## config.mk

```make
export PLATFORM = sky130hd
export DESIGN_NAME = toc_timer_compare
export DESIGN_NICKNAME = d
export VERILOG_FILES = /design/src/include/toc_pkg.sv /design/src/core/toc_timer_compare.sv
export SDC_FILE = /design/constraint.sdc
export NUM_CORES = 1
export LEC_CHECK = 0
export ABC_AREA = 1
export BUFFER_PORTS_ARGS = -buffer_cell sky130_fd_sc_hd__buf_2
export CAP_MARGIN = 40
export CORE_UTILIZATION = 45
export CTS_BUF_LIST = sky130_fd_sc_hd__clkbuf_4
export CTS_CLUSTER_DIAMETER = 150
export DETAILED_ROUTE_END_ITERATION = 12
export PLACE_DENSITY_LB_ADDON = 0.25
export SLEW_MARGIN = 20
export SYNTH_ARGS = -nofsm -noshare
export SYNTH_HDL_FRONTEND = slang
export SYNTH_SLANG_ARGS = --single-unit
```

## constraint.sdc

```tcl
create_clock -name clk_i -period 3.7 [get_ports clk_i]
set_input_delay 0 -clock clk_i [delete_from_list [all_inputs] [get_ports clk_i]]
set_output_delay 0 -clock clk_i [all_outputs]
set_load 0.02 [all_outputs]
```

## src/include/toc_pkg.sv

```systemverilog
// Constants, field layouts and modes of the timer output-compare block.
// Assumes byte-wide registers that sit in the low lane of a Wishbone word.
package toc_pkg;
  // Reset and reload values
  localparam logic [15:0] CMP_RST = 16'h8000;
  localparam logic [15:0] CNT_RST = 16'hFFFC;
  localparam logic [15:0] CAP_PULSE = 16'hFFFD;
  localparam logic [15:0] CNT_STEP = 16'h0001;

  // Byte addresses of the registers
  localparam logic [5:0] OFF_CTRL1 = 6'h00;
  localparam logic [5:0] OFF_CTRL2 = 6'h04;
  localparam logic [5:0] OFF_STATUS = 6'h08;
  localparam logic [5:0] OFF_CMP1_HI = 6'h0C;
  localparam logic [5:0] OFF_CMP1_LO = 6'h10;
  localparam logic [5:0] OFF_CMP2_HI = 6'h14;
  localparam logic [5:0] OFF_CMP2_LO = 6'h18;
  localparam logic [5:0] OFF_CAP1_HI = 6'h1C;
  localparam logic [5:0] OFF_CAP1_LO = 6'h20;
  localparam logic [5:0] OFF_CAP2_HI = 6'h24;
  localparam logic [5:0] OFF_CAP2_LO = 6'h28;
  localparam logic [5:0] OFF_CNT_HI = 6'h2C;
  localparam logic [5:0] OFF_CNT_LO = 6'h30;

  // Timer clock select codes and prescaler masks
  localparam logic [1:0] CLK_DIV4 = 2'h0;
  localparam logic [1:0] CLK_DIV2 = 2'h1;
  localparam logic [1:0] CLK_DIV8 = 2'h2;
  localparam logic [1:0] CLK_EXT = 2'h3;
  localparam logic [2:0] MASK_DIV2 = 3'h1;
  localparam logic [2:0] MASK_DIV4 = 3'h3;
  localparam logic [2:0] MASK_DIV8 = 3'h7;

  typedef enum logic [2:0] {
    TOC_NORMAL = 3'h1,
    TOC_PULSE = 3'h2,
    TOC_PWM = 3'h4
  } toc_mode_e;

  typedef struct packed {
    logic capture_irq_enable;
    logic compare_irq_enable;
    logic spare;
    logic [1:0] forced_level_trigger;
    logic capture_edge_select;
    logic [1:0] compare_output_level;
  } toc_ctrl1_s;

  typedef struct packed {
    logic spare;
    logic capture_edge_two;
    logic one_pulse_select;
    logic pwm_select;
    logic [1:0] timer_clock_select;
    logic [1:0] compare_pin_enable;
  } toc_ctrl2_s;

  typedef struct packed {
    logic capture_one_flag;
    logic compare_one_flag;
    logic spare_hi;
    logic capture_two_flag;
    logic compare_two_flag;
    logic [2:0] spare_lo;
  } toc_status_s;

  // Prescaler mask for the internal divider
  function automatic logic [2:0] div_mask(input logic [1:0] sel);
    case (sel)
      CLK_DIV2: div_mask = MASK_DIV2;
      CLK_DIV8: div_mask = MASK_DIV8;
      default: div_mask = MASK_DIV4;
    endcase
  endfunction
endpackage

```

## src/core/toc_timer_compare.sv

```systemverilog
// Output-compare, one-pulse and PWM part of a 16-bit timer, Wishbone slave.
// Assumes a CPU-side mask input on clk_i; pins and external clock are async.
//
// The address map and the Wishbone interface to the registers were chosen for this implementation.
`timescale 1ns/1ps
`default_nettype none
// Function
// - Match sets channel flag, drives enabled pin level, requests interrupt if enabled, unmasked.
// - Reset loads both 16-bit compare registers with 8000h.
// - Compare registers are software read/write; hardware never alters them.
// - Two 16-bit compare registers, high/low bytes, compared every timer clock.
// - Timer clock is CPU clock /2, /4, /8 or external by select.
// - Flag clears only after status read while set, then low byte access.
// - Writing high compare byte suppresses matches until low byte is written.
// - Disabled pin gets no level on match; interrupt still possible. Pin one latch ignores its enable in one-pulse and PWM mode.
// - At /2 match while counter equals value; otherwise at value plus one.
// - Compare pin latches held low during reset.
// - Forced-level bit copies level to enabled pin; no flag, no interrupt.
// - Forced-level bits ignored in one-pulse or PWM mode.
// - One-pulse mode bit in control two; capture one triggers, compare one ends.
// - Pulse trigger reloads FFFCh, drives level two, sets capture flag, loads FFFDh.
// - Trigger capture flag requests interrupt when capture interrupt enabled.
// - In one-pulse mode compare one match drives level one, ending pulse.
// - One-pulse mode never sets compare flag one; flag two still interrupts.
// - PWM and one-pulse both set means PWM mode only.
// - One-pulse mode: no ordinary capture one; capture two still works.
// - One-pulse mode: compare two sets flag but drives no waveform.
// - PWM takes compare channel one and compare register two entirely.
// - PWM double-buffers compare registers, applying them at period end.
// - Compares run against a 16-bit free-running up-counter of two bytes.
// - Both clock select bits set choose the external timer clock.
module toc_timer_compare #(
  parameter int DATA_W = 32
) (
  input wire logic clk_i,
  input wire logic rst_i,
  input wire logic ce_i,
  input wire logic wb_cyc_i,
  input wire logic wb_stb_i,
  input wire logic wb_we_i,
  input wire logic [5:0] wb_adr_i,
  input wire logic [DATA_W/8-1:0] wb_sel_i,
  input wire logic [DATA_W-1:0] wb_dat_i,
  output logic [DATA_W-1:0] wb_dat_o,
  output logic wb_ack_o,
  input wire logic global_mask_i,
  input wire logic ext_clk_i,
  input wire logic capture_input_one_i,
  input wire logic capture_input_two_i,
  output logic [1:0] compare_output_pin_o,
  output logic [1:0] compare_pin_enable_o,
  output logic irq_o
);
  if (DATA_W < 8 || DATA_W % 8 != 0) begin : g_bad_width
    $error("DATA_W must be a multiple of 8 and at least 8");
  end

  toc_pkg::toc_ctrl1_s ctrl1;
  toc_pkg::toc_ctrl2_s ctrl2;
  toc_pkg::toc_mode_e mode;
  logic [15:0] cmp_sw [2];
  logic [15:0] cmp_act [2];
  logic [15:0] cap_val [2];
  logic [15:0] cnt;
  logic [2:0] div;
  logic [1:0] hi_pend, cmp_flag, cap_flag, cmp_arm, cap_arm, pin;
  logic ack, upd;
  logic ext_s1, ext_s2, ext_d;
  logic c1_s1, c1_s2, c1_d, c2_s1, c2_s2, c2_d;

  // Bus decode; an access takes effect at the edge that samples ack high
  wire req = wb_cyc_i & wb_stb_i;
  wire acc = req & ack;
  wire wr = acc & wb_we_i & wb_sel_i[0];
  wire rd = acc & ~wb_we_i;
  wire [7:0] wd = wb_dat_i[7:0];
  wire s_c1 = wb_adr_i == toc_pkg::OFF_CTRL1;
  wire s_c2 = wb_adr_i == toc_pkg::OFF_CTRL2;
  wire s_st = wb_adr_i == toc_pkg::OFF_STATUS;
  wire s_o1h = wb_adr_i == toc_pkg::OFF_CMP1_HI;
  wire s_o1l = wb_adr_i == toc_pkg::OFF_CMP1_LO;
  wire s_o2h = wb_adr_i == toc_pkg::OFF_CMP2_HI;
  wire s_o2l = wb_adr_i == toc_pkg::OFF_CMP2_LO;
  wire s_i1h = wb_adr_i == toc_pkg::OFF_CAP1_HI;
  wire s_i1l = wb_adr_i == toc_pkg::OFF_CAP1_LO;
  wire s_i2h = wb_adr_i == toc_pkg::OFF_CAP2_HI;
  wire s_i2l = wb_adr_i == toc_pkg::OFF_CAP2_LO;
  wire s_th = wb_adr_i == toc_pkg::OFF_CNT_HI;
  wire s_tl = wb_adr_i == toc_pkg::OFF_CNT_LO;
  wire [1:0] wr_hi = {wr & s_o2h, wr & s_o1h};
  wire [1:0] wr_lo = {wr & s_o2l, wr & s_o1l};
  wire [1:0] acc_lo = {acc & s_o2l, acc & s_o1l};
  wire [1:0] cap_lo = {acc & s_i2l, acc & s_i1l};
  wire st_rd = rd & s_st;

  // Mode: PWM wins over one-pulse
  assign mode = ctrl2.pwm_select ? toc_pkg::TOC_PWM :
    ctrl2.one_pulse_select ? toc_pkg::TOC_PULSE : toc_pkg::TOC_NORMAL;
  wire m_norm = mode == toc_pkg::TOC_NORMAL;
  wire m_pulse = mode == toc_pkg::TOC_PULSE;
  wire m_pwm = mode == toc_pkg::TOC_PWM;

  // Timer clock: divider mask or synchronised external rising edge
  wire sel_ext = ctrl2.timer_clock_select == toc_pkg::CLK_EXT;
  wire sel_div2 = ctrl2.timer_clock_select == toc_pkg::CLK_DIV2;
  wire [2:0] dmask = toc_pkg::div_mask(ctrl2.timer_clock_select);
  wire tick = sel_ext ? (ext_s2 & ~ext_d) : ((div & dmask) == dmask);

  // Capture edges after two-flop synchronisers
  wire c1_edge = ctrl1.capture_edge_select ? (c1_s2 & ~c1_d) : (~c1_s2 & c1_d);
  wire c2_edge = ctrl2.capture_edge_two ? (c2_s2 & ~c2_d) : (~c2_s2 & c2_d);
  wire trig = m_pulse & c1_edge;
  wire cap1_ev = m_norm & c1_edge;

  // Match detection; fires once on the cycle after the counter moved
  logic [1:0] fire;
  for (genvar i = 0; i < 2; i++) begin : g_ch
    wire [15:0] target = sel_div2 ? cmp_act[i] : cmp_act[i] + toc_pkg::CNT_STEP;
    assign fire[i] = upd & (cnt == target) & ~hi_pend[i];
  end
  wire reload = trig | (m_pwm & fire[1]);

  // Flag set terms; set wins over clear
  wire [1:0] cmp_set = {fire[1] & ~m_pwm, fire[0] & m_norm};
  wire [1:0] cap_set = {c2_edge, cap1_ev | trig | (m_pwm & fire[1])};
  wire [1:0] cmp_clr = cmp_arm & acc_lo;
  wire [1:0] cap_clr = cap_arm & cap_lo;
  wire [1:0] next_cmp_flag = cmp_set | (cmp_flag & ~cmp_clr);
  wire [1:0] next_cap_flag = cap_set | (cap_flag & ~cap_clr);

  // Forced output only in normal mode, and never sets a flag
  wire [1:0] force_ev = (wr & s_c1 & m_norm) ? wd[4:3] : 2'h0;
  // Forced level comes from the byte being written, so one write sets and applies it
  wire [1:0] force_lvl = wd[1:0];
  wire [1:0] lvl = ctrl1.compare_output_level;
  wire [1:0] pen = ctrl2.compare_pin_enable;

  // Pin one: trigger and period end take level two, match one takes level one
  wire [1:0] next_pin;
  assign next_pin[0] = (trig | (m_pwm & fire[1])) ? lvl[1] :
    (fire[0] & (pen[0] | ~m_norm)) ? lvl[0] :
    (force_ev[0] & pen[0]) ? force_lvl[0] : pin[0];
  // Pin two only moves in normal mode, its level is borrowed otherwise
  assign next_pin[1] = (fire[1] & pen[1] & m_norm) ? lvl[1] :
    (force_ev[1] & pen[1]) ? force_lvl[1] : pin[1];

  toc_pkg::toc_status_s stat;
  assign stat = '{capture_one_flag: cap_flag[0], compare_one_flag: cmp_flag[0],
    spare_hi: 1'b0, capture_two_flag: cap_flag[1], compare_two_flag: cmp_flag[1],
    spare_lo: 3'h0};

  // Read selection; forced bits read as zero, unmapped reads as zero
  wire [7:0] rmux = s_c1 ? {ctrl1[7:5], 2'h0, ctrl1[2:0]} : s_c2 ? ctrl2 :
    s_st ? stat : s_o1h ? cmp_sw[0][15:8] : s_o1l ? cmp_sw[0][7:0] :
    s_o2h ? cmp_sw[1][15:8] : s_o2l ? cmp_sw[1][7:0] :
    s_i1h ? cap_val[0][15:8] : s_i1l ? cap_val[0][7:0] :
    s_i2h ? cap_val[1][15:8] : s_i2l ? cap_val[1][7:0] :
    s_th ? cnt[15:8] : s_tl ? cnt[7:0] : 8'h00;

  wire irq_src = (ctrl1.compare_irq_enable & |cmp_flag) |
    (ctrl1.capture_irq_enable & |cap_flag);

  // Bus handshake: ack one cycle after the request, dropped the next
  always_ff @(posedge clk_i) begin
    if (rst_i) begin
      ack <= 1'b0;
      wb_dat_o <= '0;
    end else if (ce_i) begin
      ack <= req & ~ack;
      if (req & ~ack) begin
        wb_dat_o <= {{(DATA_W-8){1'b0}}, rmux};
      end
    end
  end
  assign wb_ack_o = ack;

  // Synchronisers for the asynchronous pins
  always_ff @(posedge clk_i) begin
    if (rst_i) begin
      {ext_s1, ext_s2, ext_d} <= 3'h0;
      {c1_s1, c1_s2, c1_d} <= 3'h0;
      {c2_s1, c2_s2, c2_d} <= 3'h0;
    end else if (ce_i) begin
      {ext_s1, ext_s2, ext_d} <= {ext_clk_i, ext_s1, ext_s2};
      {c1_s1, c1_s2, c1_d} <= {capture_input_one_i, c1_s1, c1_s2};
      {c2_s1, c2_s2, c2_d} <= {capture_input_two_i, c2_s1, c2_s2};
    end
  end

  // Control registers; forced bits act as strobes and are not kept
  always_ff @(posedge clk_i) begin
    if (rst_i) begin
      ctrl1 <= '0;
      ctrl2 <= '0;
    end else if (ce_i) begin
      if (wr & s_c1) ctrl1 <= {wd[7:5], 2'h0, wd[2:0]};
      if (wr & s_c2) ctrl2 <= wd;
    end
  end

  // Prescaler and counter; a write of the low count byte restarts it
  always_ff @(posedge clk_i) begin
    if (rst_i) begin
      div <= 3'h0;
      cnt <= toc_pkg::CNT_RST;
      upd <= 1'b0;
    end else if (ce_i) begin
      div <= div + 3'h1;
      upd <= tick | reload | (wr & s_tl);
      if (reload | (wr & s_tl)) begin
        cnt <= toc_pkg::CNT_RST;
      end else if (tick) begin
        cnt <= cnt + toc_pkg::CNT_STEP;
      end
    end
  end

  // Compare registers, active copies and the high-byte inhibit
  always_ff @(posedge clk_i) begin
    if (rst_i) begin
      for (int i = 0; i < 2; i++) begin
        cmp_sw[i] <= toc_pkg::CMP_RST;
        cmp_act[i] <= toc_pkg::CMP_RST;
      end
      hi_pend <= 2'h0;
    end else if (ce_i) begin
      for (int i = 0; i < 2; i++) begin
        if (wr_hi[i]) cmp_sw[i][15:8] <= wd;
        if (wr_lo[i]) cmp_sw[i][7:0] <= wd;
        // In PWM the new value waits for the period end to avoid spikes
        if (~m_pwm | fire[1]) cmp_act[i] <= cmp_sw[i];
        if (wr_hi[i]) hi_pend[i] <= 1'b1;
        else if (wr_lo[i]) hi_pend[i] <= 1'b0;
      end
    end
  end

  // Flags, clear arming and captured values
  always_ff @(posedge clk_i) begin
    if (rst_i) begin
      cmp_flag <= 2'h0;
      cap_flag <= 2'h0;
      cmp_arm <= 2'h0;
      cap_arm <= 2'h0;
      cap_val[0] <= '0;
      cap_val[1] <= '0;
    end else if (ce_i) begin
      cmp_flag <= next_cmp_flag;
      cap_flag <= next_cap_flag;
      cmp_arm <= (st_rd ? cmp_flag : 2'h0) | (cmp_arm & ~acc_lo);
      cap_arm <= (st_rd ? cap_flag : 2'h0) | (cap_arm & ~cap_lo);
      if (trig) cap_val[0] <= toc_pkg::CAP_PULSE;
      else if (cap1_ev) cap_val[0] <= cnt;
      if (c2_edge) cap_val[1] <= cnt;
    end
  end

  // Pin latches and the interrupt line
  always_ff @(posedge clk_i) begin
    if (rst_i) begin
      pin <= 2'h0;
      irq_o <= 1'b0;
    end else if (ce_i) begin
      pin <= next_pin;
      irq_o <= irq_src & ~global_mask_i;
    end
  end
  assign compare_output_pin_o = pin;
  assign compare_pin_enable_o = pen;

  a_match_sets_flag: assert property (@(posedge clk_i) disable iff (rst_i)
    (ce_i && m_norm && fire[0]) |=> cmp_flag[0])
    else $error("compare one match did not set its flag");
  a_reset_compare: assert property (@(posedge clk_i) disable iff (rst_i)
    $fell(rst_i) |-> (cmp_sw[0] == toc_pkg::CMP_RST && cmp_sw[1] == toc_pkg::CMP_RST))
    else $error("compare registers not at reset value");
  a_sw_value_held: assert property (@(posedge clk_i) disable iff (rst_i)
    !(wr_hi[0] || wr_lo[0]) |=> $stable(cmp_sw[0]))
    else $error("compare one changed without a write");
  a_high_inhibit: assert property (@(posedge clk_i) disable iff (rst_i)
    (ce_i && wr_hi[1]) |=> (!fire[1])[*3])
    else $error("compare two matched while high byte pending");
  a_flag_clear_seq: assert property (@(posedge clk_i) disable iff (rst_i)
    (ce_i && $fell(cmp_flag[0])) |-> $past(cmp_arm[0] && acc_lo[0]))
    else $error("compare one flag cleared without the sequence");
  a_pin_reset_low: assert property (@(posedge clk_i) disable iff (rst_i)
    $fell(rst_i) |-> compare_output_pin_o == 2'h0)
    else $error("compare pins not low after reset");
  a_pulse_trigger: assert property (@(posedge clk_i) disable iff (rst_i)
    (ce_i && trig) |=> (cnt == toc_pkg::CNT_RST && pin[0] == $past(lvl[1])
      && cap_val[0] == toc_pkg::CAP_PULSE && cap_flag[0]))
    else $error("pulse trigger effects missing");
  a_pulse_no_flag: assert property (@(posedge clk_i) disable iff (rst_i)
    (m_pulse && !cmp_flag[0]) |=> !cmp_flag[0])
    else $error("compare one flag set in one-pulse mode");
  a_forced_quiet: assert property (@(posedge clk_i) disable iff (rst_i)
    (ce_i && force_ev[0] && pen[0] && !fire[0] && !cmp_flag[0])
      |=> (pin[0] == lvl[0] && !cmp_flag[0]))
    else $error("forced level wrong or flag set");
  a_pwm_buffer: assert property (@(posedge clk_i) disable iff (rst_i)
    (ce_i && m_pwm && !fire[1]) |=> $stable(cmp_act[0]) && $stable(cmp_act[1]))
    else $error("PWM compare value applied before period end");
  a_mask_holds: assert property (@(posedge clk_i) disable iff (rst_i)
    (ce_i && global_mask_i) |=> !irq_o)
    else $error("interrupt raised while masked");
endmodule // toc_timer_compare
`default_nettype wire

```

==> results.toml <==
[run_status]
status = "complete, no violations"

[flow_run]
max_cap_violations = 0

[worst_setup_path]
crit_fanout = 16
ff2ff_path_depth = 16
cp.arrival_ps = 3330
critical_path_class = "register to register"
r2r_slack_ps = 710
end_kind = "register"
rr_startpoint = "ctrl2[2]$_SDFFE_PP0P_"
r2r_end = "cmp_act[0][31]$_SDFFCE_PN1P_"
cp-start-kind = "register"
required_ps = 4030

[power]
p_leak_nw = 4.42
p_int_mw = 2.53
p_switching_mw = 1.02
p_comb_frac = 0.103
irDropWorstVdd_mv = 0.215
power_frac_clock = 0.321
p_sw_frac = 0.287
power.density_nw_per_um2 = 357
seqPwrFrac = 0.576

[cells_and_area]
n_fill_cell = 1957
nets = 1323
drive_gt1_frac = 0.0945
syn_to_final_growth_pct = 9.90

[hold_path]
min_path_cells = 6
min_to = "cap_arm[1]$_SDFFE_PP0P_"
hp-class = "input port to register"
hold_start = "wb_adr_i[0]"

[cts]
htreeDepth = 4
clk_latency_ps = 600
cts_setup_buffers = 0
cts_tree = "done"
cts.clk_slew.worst_paths_ps = 160
clkSinkCount = 161
clockRootBuffer = "clkbuf_4"
cts_buffers = 17
clk_path_buf_depth = 2

[sta]
setup_tns_ps = 0
final_max_slew_viol_count = 0
slew_headroom = 0.483
hold_slack_ps = 49.2
rsz0062_at_grt = "false"
fmax_ghz = 0.334
hold_viol_final = 0
setup_violations = 0
period_share = 0.809
worst_pin_slew_ps = 774
period_minus_slack_ps = 2990
finalClockSkew_ps = 44.5

[logic_synthesis]
synthesis.area_um2 = 9030
ys_seq_elements = 161
yosys.area.top_type = "edfxtp_1"
synth_top_area_share = 0.319
synth-seq-area-share = 0.463
synth-async-reset-ratio = 0
synth_edf_count = 96
synth_warnings = 0
yosysUniqueCellTypes = 38
synthTopCellsByArea = "edfxtp_1, dfxtp_1, nand2_1"
synth_most_common_cell = "nand2_1"
synth_cells = 1213
synthTopCellsByCount = "nand2_1, nor2_1, inv_1, nand3_1, edfxtp_1"
synth_flop_cell = "edfxtp_1"
syn_avg_cell_area_um2 = 7.45

[route]
viasPerCell = 5.18
wl_per_cell_um = 16.6
wirelength_mm = 25.7
vias = 8015
first_pass_iters = 5
drt_first_iter_violations = 827
drc_errors = 0
ant_nets = 0

[grt]
grt_pass1_wl_mm = 39.6
first_global_vias = 7131
antenna_found_initial = 1
gr-total-overflow = 0
track_usage = 0.262
grt_start_max_net_pins = 59

[place]
portBuffers = 38
dpl.hpwl_mm = 19.1
routabilityCongestion = 0.951

[floorplanning]
start_util = 0.461
boundaryPins = 90
dieArea_um2 = 20600
die_x_um = 144
fp-row-count = 51
coreArea_um2 = 19600
die-height_um = 144
==> critical path: stages (launching register included) <==
cell and delay [ps]:
dfxtp_1 680, inv_1 150, nor2_2 360, nor2_1 140
nand3_1 110, nand2_1 50, nand2_1 80, nand2_1 50
nor2_1 90, nand2_1 90, nor2_4 180, nand2_1 70
nand2_1 60, nand2_1 60, nor2_1 140, inv_2 130
or2_2 290
==> power groups by stage <==
| stage | combinational, mW | clock [mW] | sequential, mW |
|---|---|---|---|
| finish | 0.363 | 1.14 | 2.04 |
| global route | 0.410 | 1.21 | 2.05 |
| CTS | 0.359 | 1.15 | 2.04 |
| detailed placement | 0.340 | 0 | 2.08 |
| global placement | 0.334 | 0 | 2.08 |
| floorplan | 0.270 | 0 | 2.05 |
==> cell families after synthesis <==
family	count (synthesis)	synth area share
xor+xnor	25	0.0288
compound gates	159	0.0929
buf+inv	213	0.105
other cells	1	0.000415
simple gates	650	0.305
fa+ha+maj	4	0.00554
flops	161	0.463
==> final cells by class <==
type                       count  area, um^2  area share
clock inverter                14         170      0.0171
timing repair buffer          77         553      0.0557
antenna                        1        2.50    0.000252
tap                          265         332      0.0334
multi-input combinational    862        3990       0.402
sequential                   161        4180       0.421
clock buffer                  18         135      0.0136
inverter                     148         561      0.0565
==> routing by layer <==
layer,GRT usage,wire (um),vias to the layer above
li1,-,-,4004
met3,0.0407,1990,50
met1,0.373,11400,3620
met2,0.398,11500,341
met5,0,0,-
met4,0.104,820,0
==> how the worst max path moves through the flow <==
| stage | start | to | depth (start not counted) | slack (ps) |
|---|---|---|---|---|
| final | ctrl2[2]$_SDFFE_PP0P_ | cmp_act[0][31]$_SDFFCE_PN1P_ | 16 | 710 |
| after CTS | ctrl2[2]$_SDFFE_PP0P_ | cmp_act[0][31]$_SDFFCE_PN1P_ | 16 | 720 |
| after floorplan | cmp_act[0][16]$_SDFFCE_PN0P_ | cmp_act[0][0]$_SDFFCE_PN0P_ | 13 | 1060 |
| after global placement | ctrl2[2]$_SDFFE_PP0P_ | cmp_act[0][15]$_SDFFCE_PN1P_ | 16 | 800 |
| after detailed placement | ctrl2[2]$_SDFFE_PP0P_ | cmp_act[0][15]$_SDFFCE_PN1P_ | 16 | 780 |
| after global routing | ctrl2[2]$_SDFFE_PP0P_ | cmp_act[0][31]$_SDFFCE_PN1P_ | 16 | 410 |
==> state kept, by name, indices dropped and copies added (netlist names), 2 cells and up <==
name / count
cnt: 16
div: 3
cmp_act: 32
hi_pend: 2
ctrl1: 4
cap_arm: 2
cmp_arm: 2
cap_val: 32
ctrl2: 6
compare_output_pin_o: 2
cap_flag: 2
lvl: 2
compare_pin_enable_o: 2
wb_dat_o: 8
cmp_flag: 2
cmp_sw: 32
==> what timing repair did <==
action	in CTS	in global routing
gates resized for setup	0	0
endpoints found under the hold margin	77	0
hold buffers	25	0
==> cell usage in the layout, fill, tap and decap left out, drive strengths merged, types with 5 or more instances in the layout <==
| cell type | synthesis | final |
|---|---|---|
| a21oi | 73 | 73 |
| buf | 39 | 52 |
| clkbuf | 26 | 18 |
| clkinv | 1 | 5 |
| conb | 1 | 24 |
| dfxtp | 65 | 65 |
| dlygate4sd3 | 0 | 25 |
| edfxtp | 96 | 96 |
| inv | 147 | 154 |
| nand2 | 327 | 327 |
| nand3 | 104 | 104 |
| nand4 | 22 | 22 |
| nor2 | 173 | 173 |
| nor3 | 10 | 10 |
| o2111ai | 5 | 5 |
| o21ai | 71 | 71 |
| o22ai | 5 | 5 |
| or2 | 8 | 8 |
| xnor2 | 8 | 8 |
| xor2 | 14 | 14 |
==> metrics by stage <==
stage	setup WS, ps	area (um^2)	util	power [mW]	std cells
floorplan	1060	9120	-	2.32	1236
detailed placement	779	9360	0.478	2.42	1487
global placement	798	9360	0.478	2.41	1487
finish	706	9930	0.507	3.54	1546
global route	411	9930	0.507	3.67	1546
CTS	722	9910	0.506	3.55	1544
No activity file was read; power rests on OpenSTA's default activity.
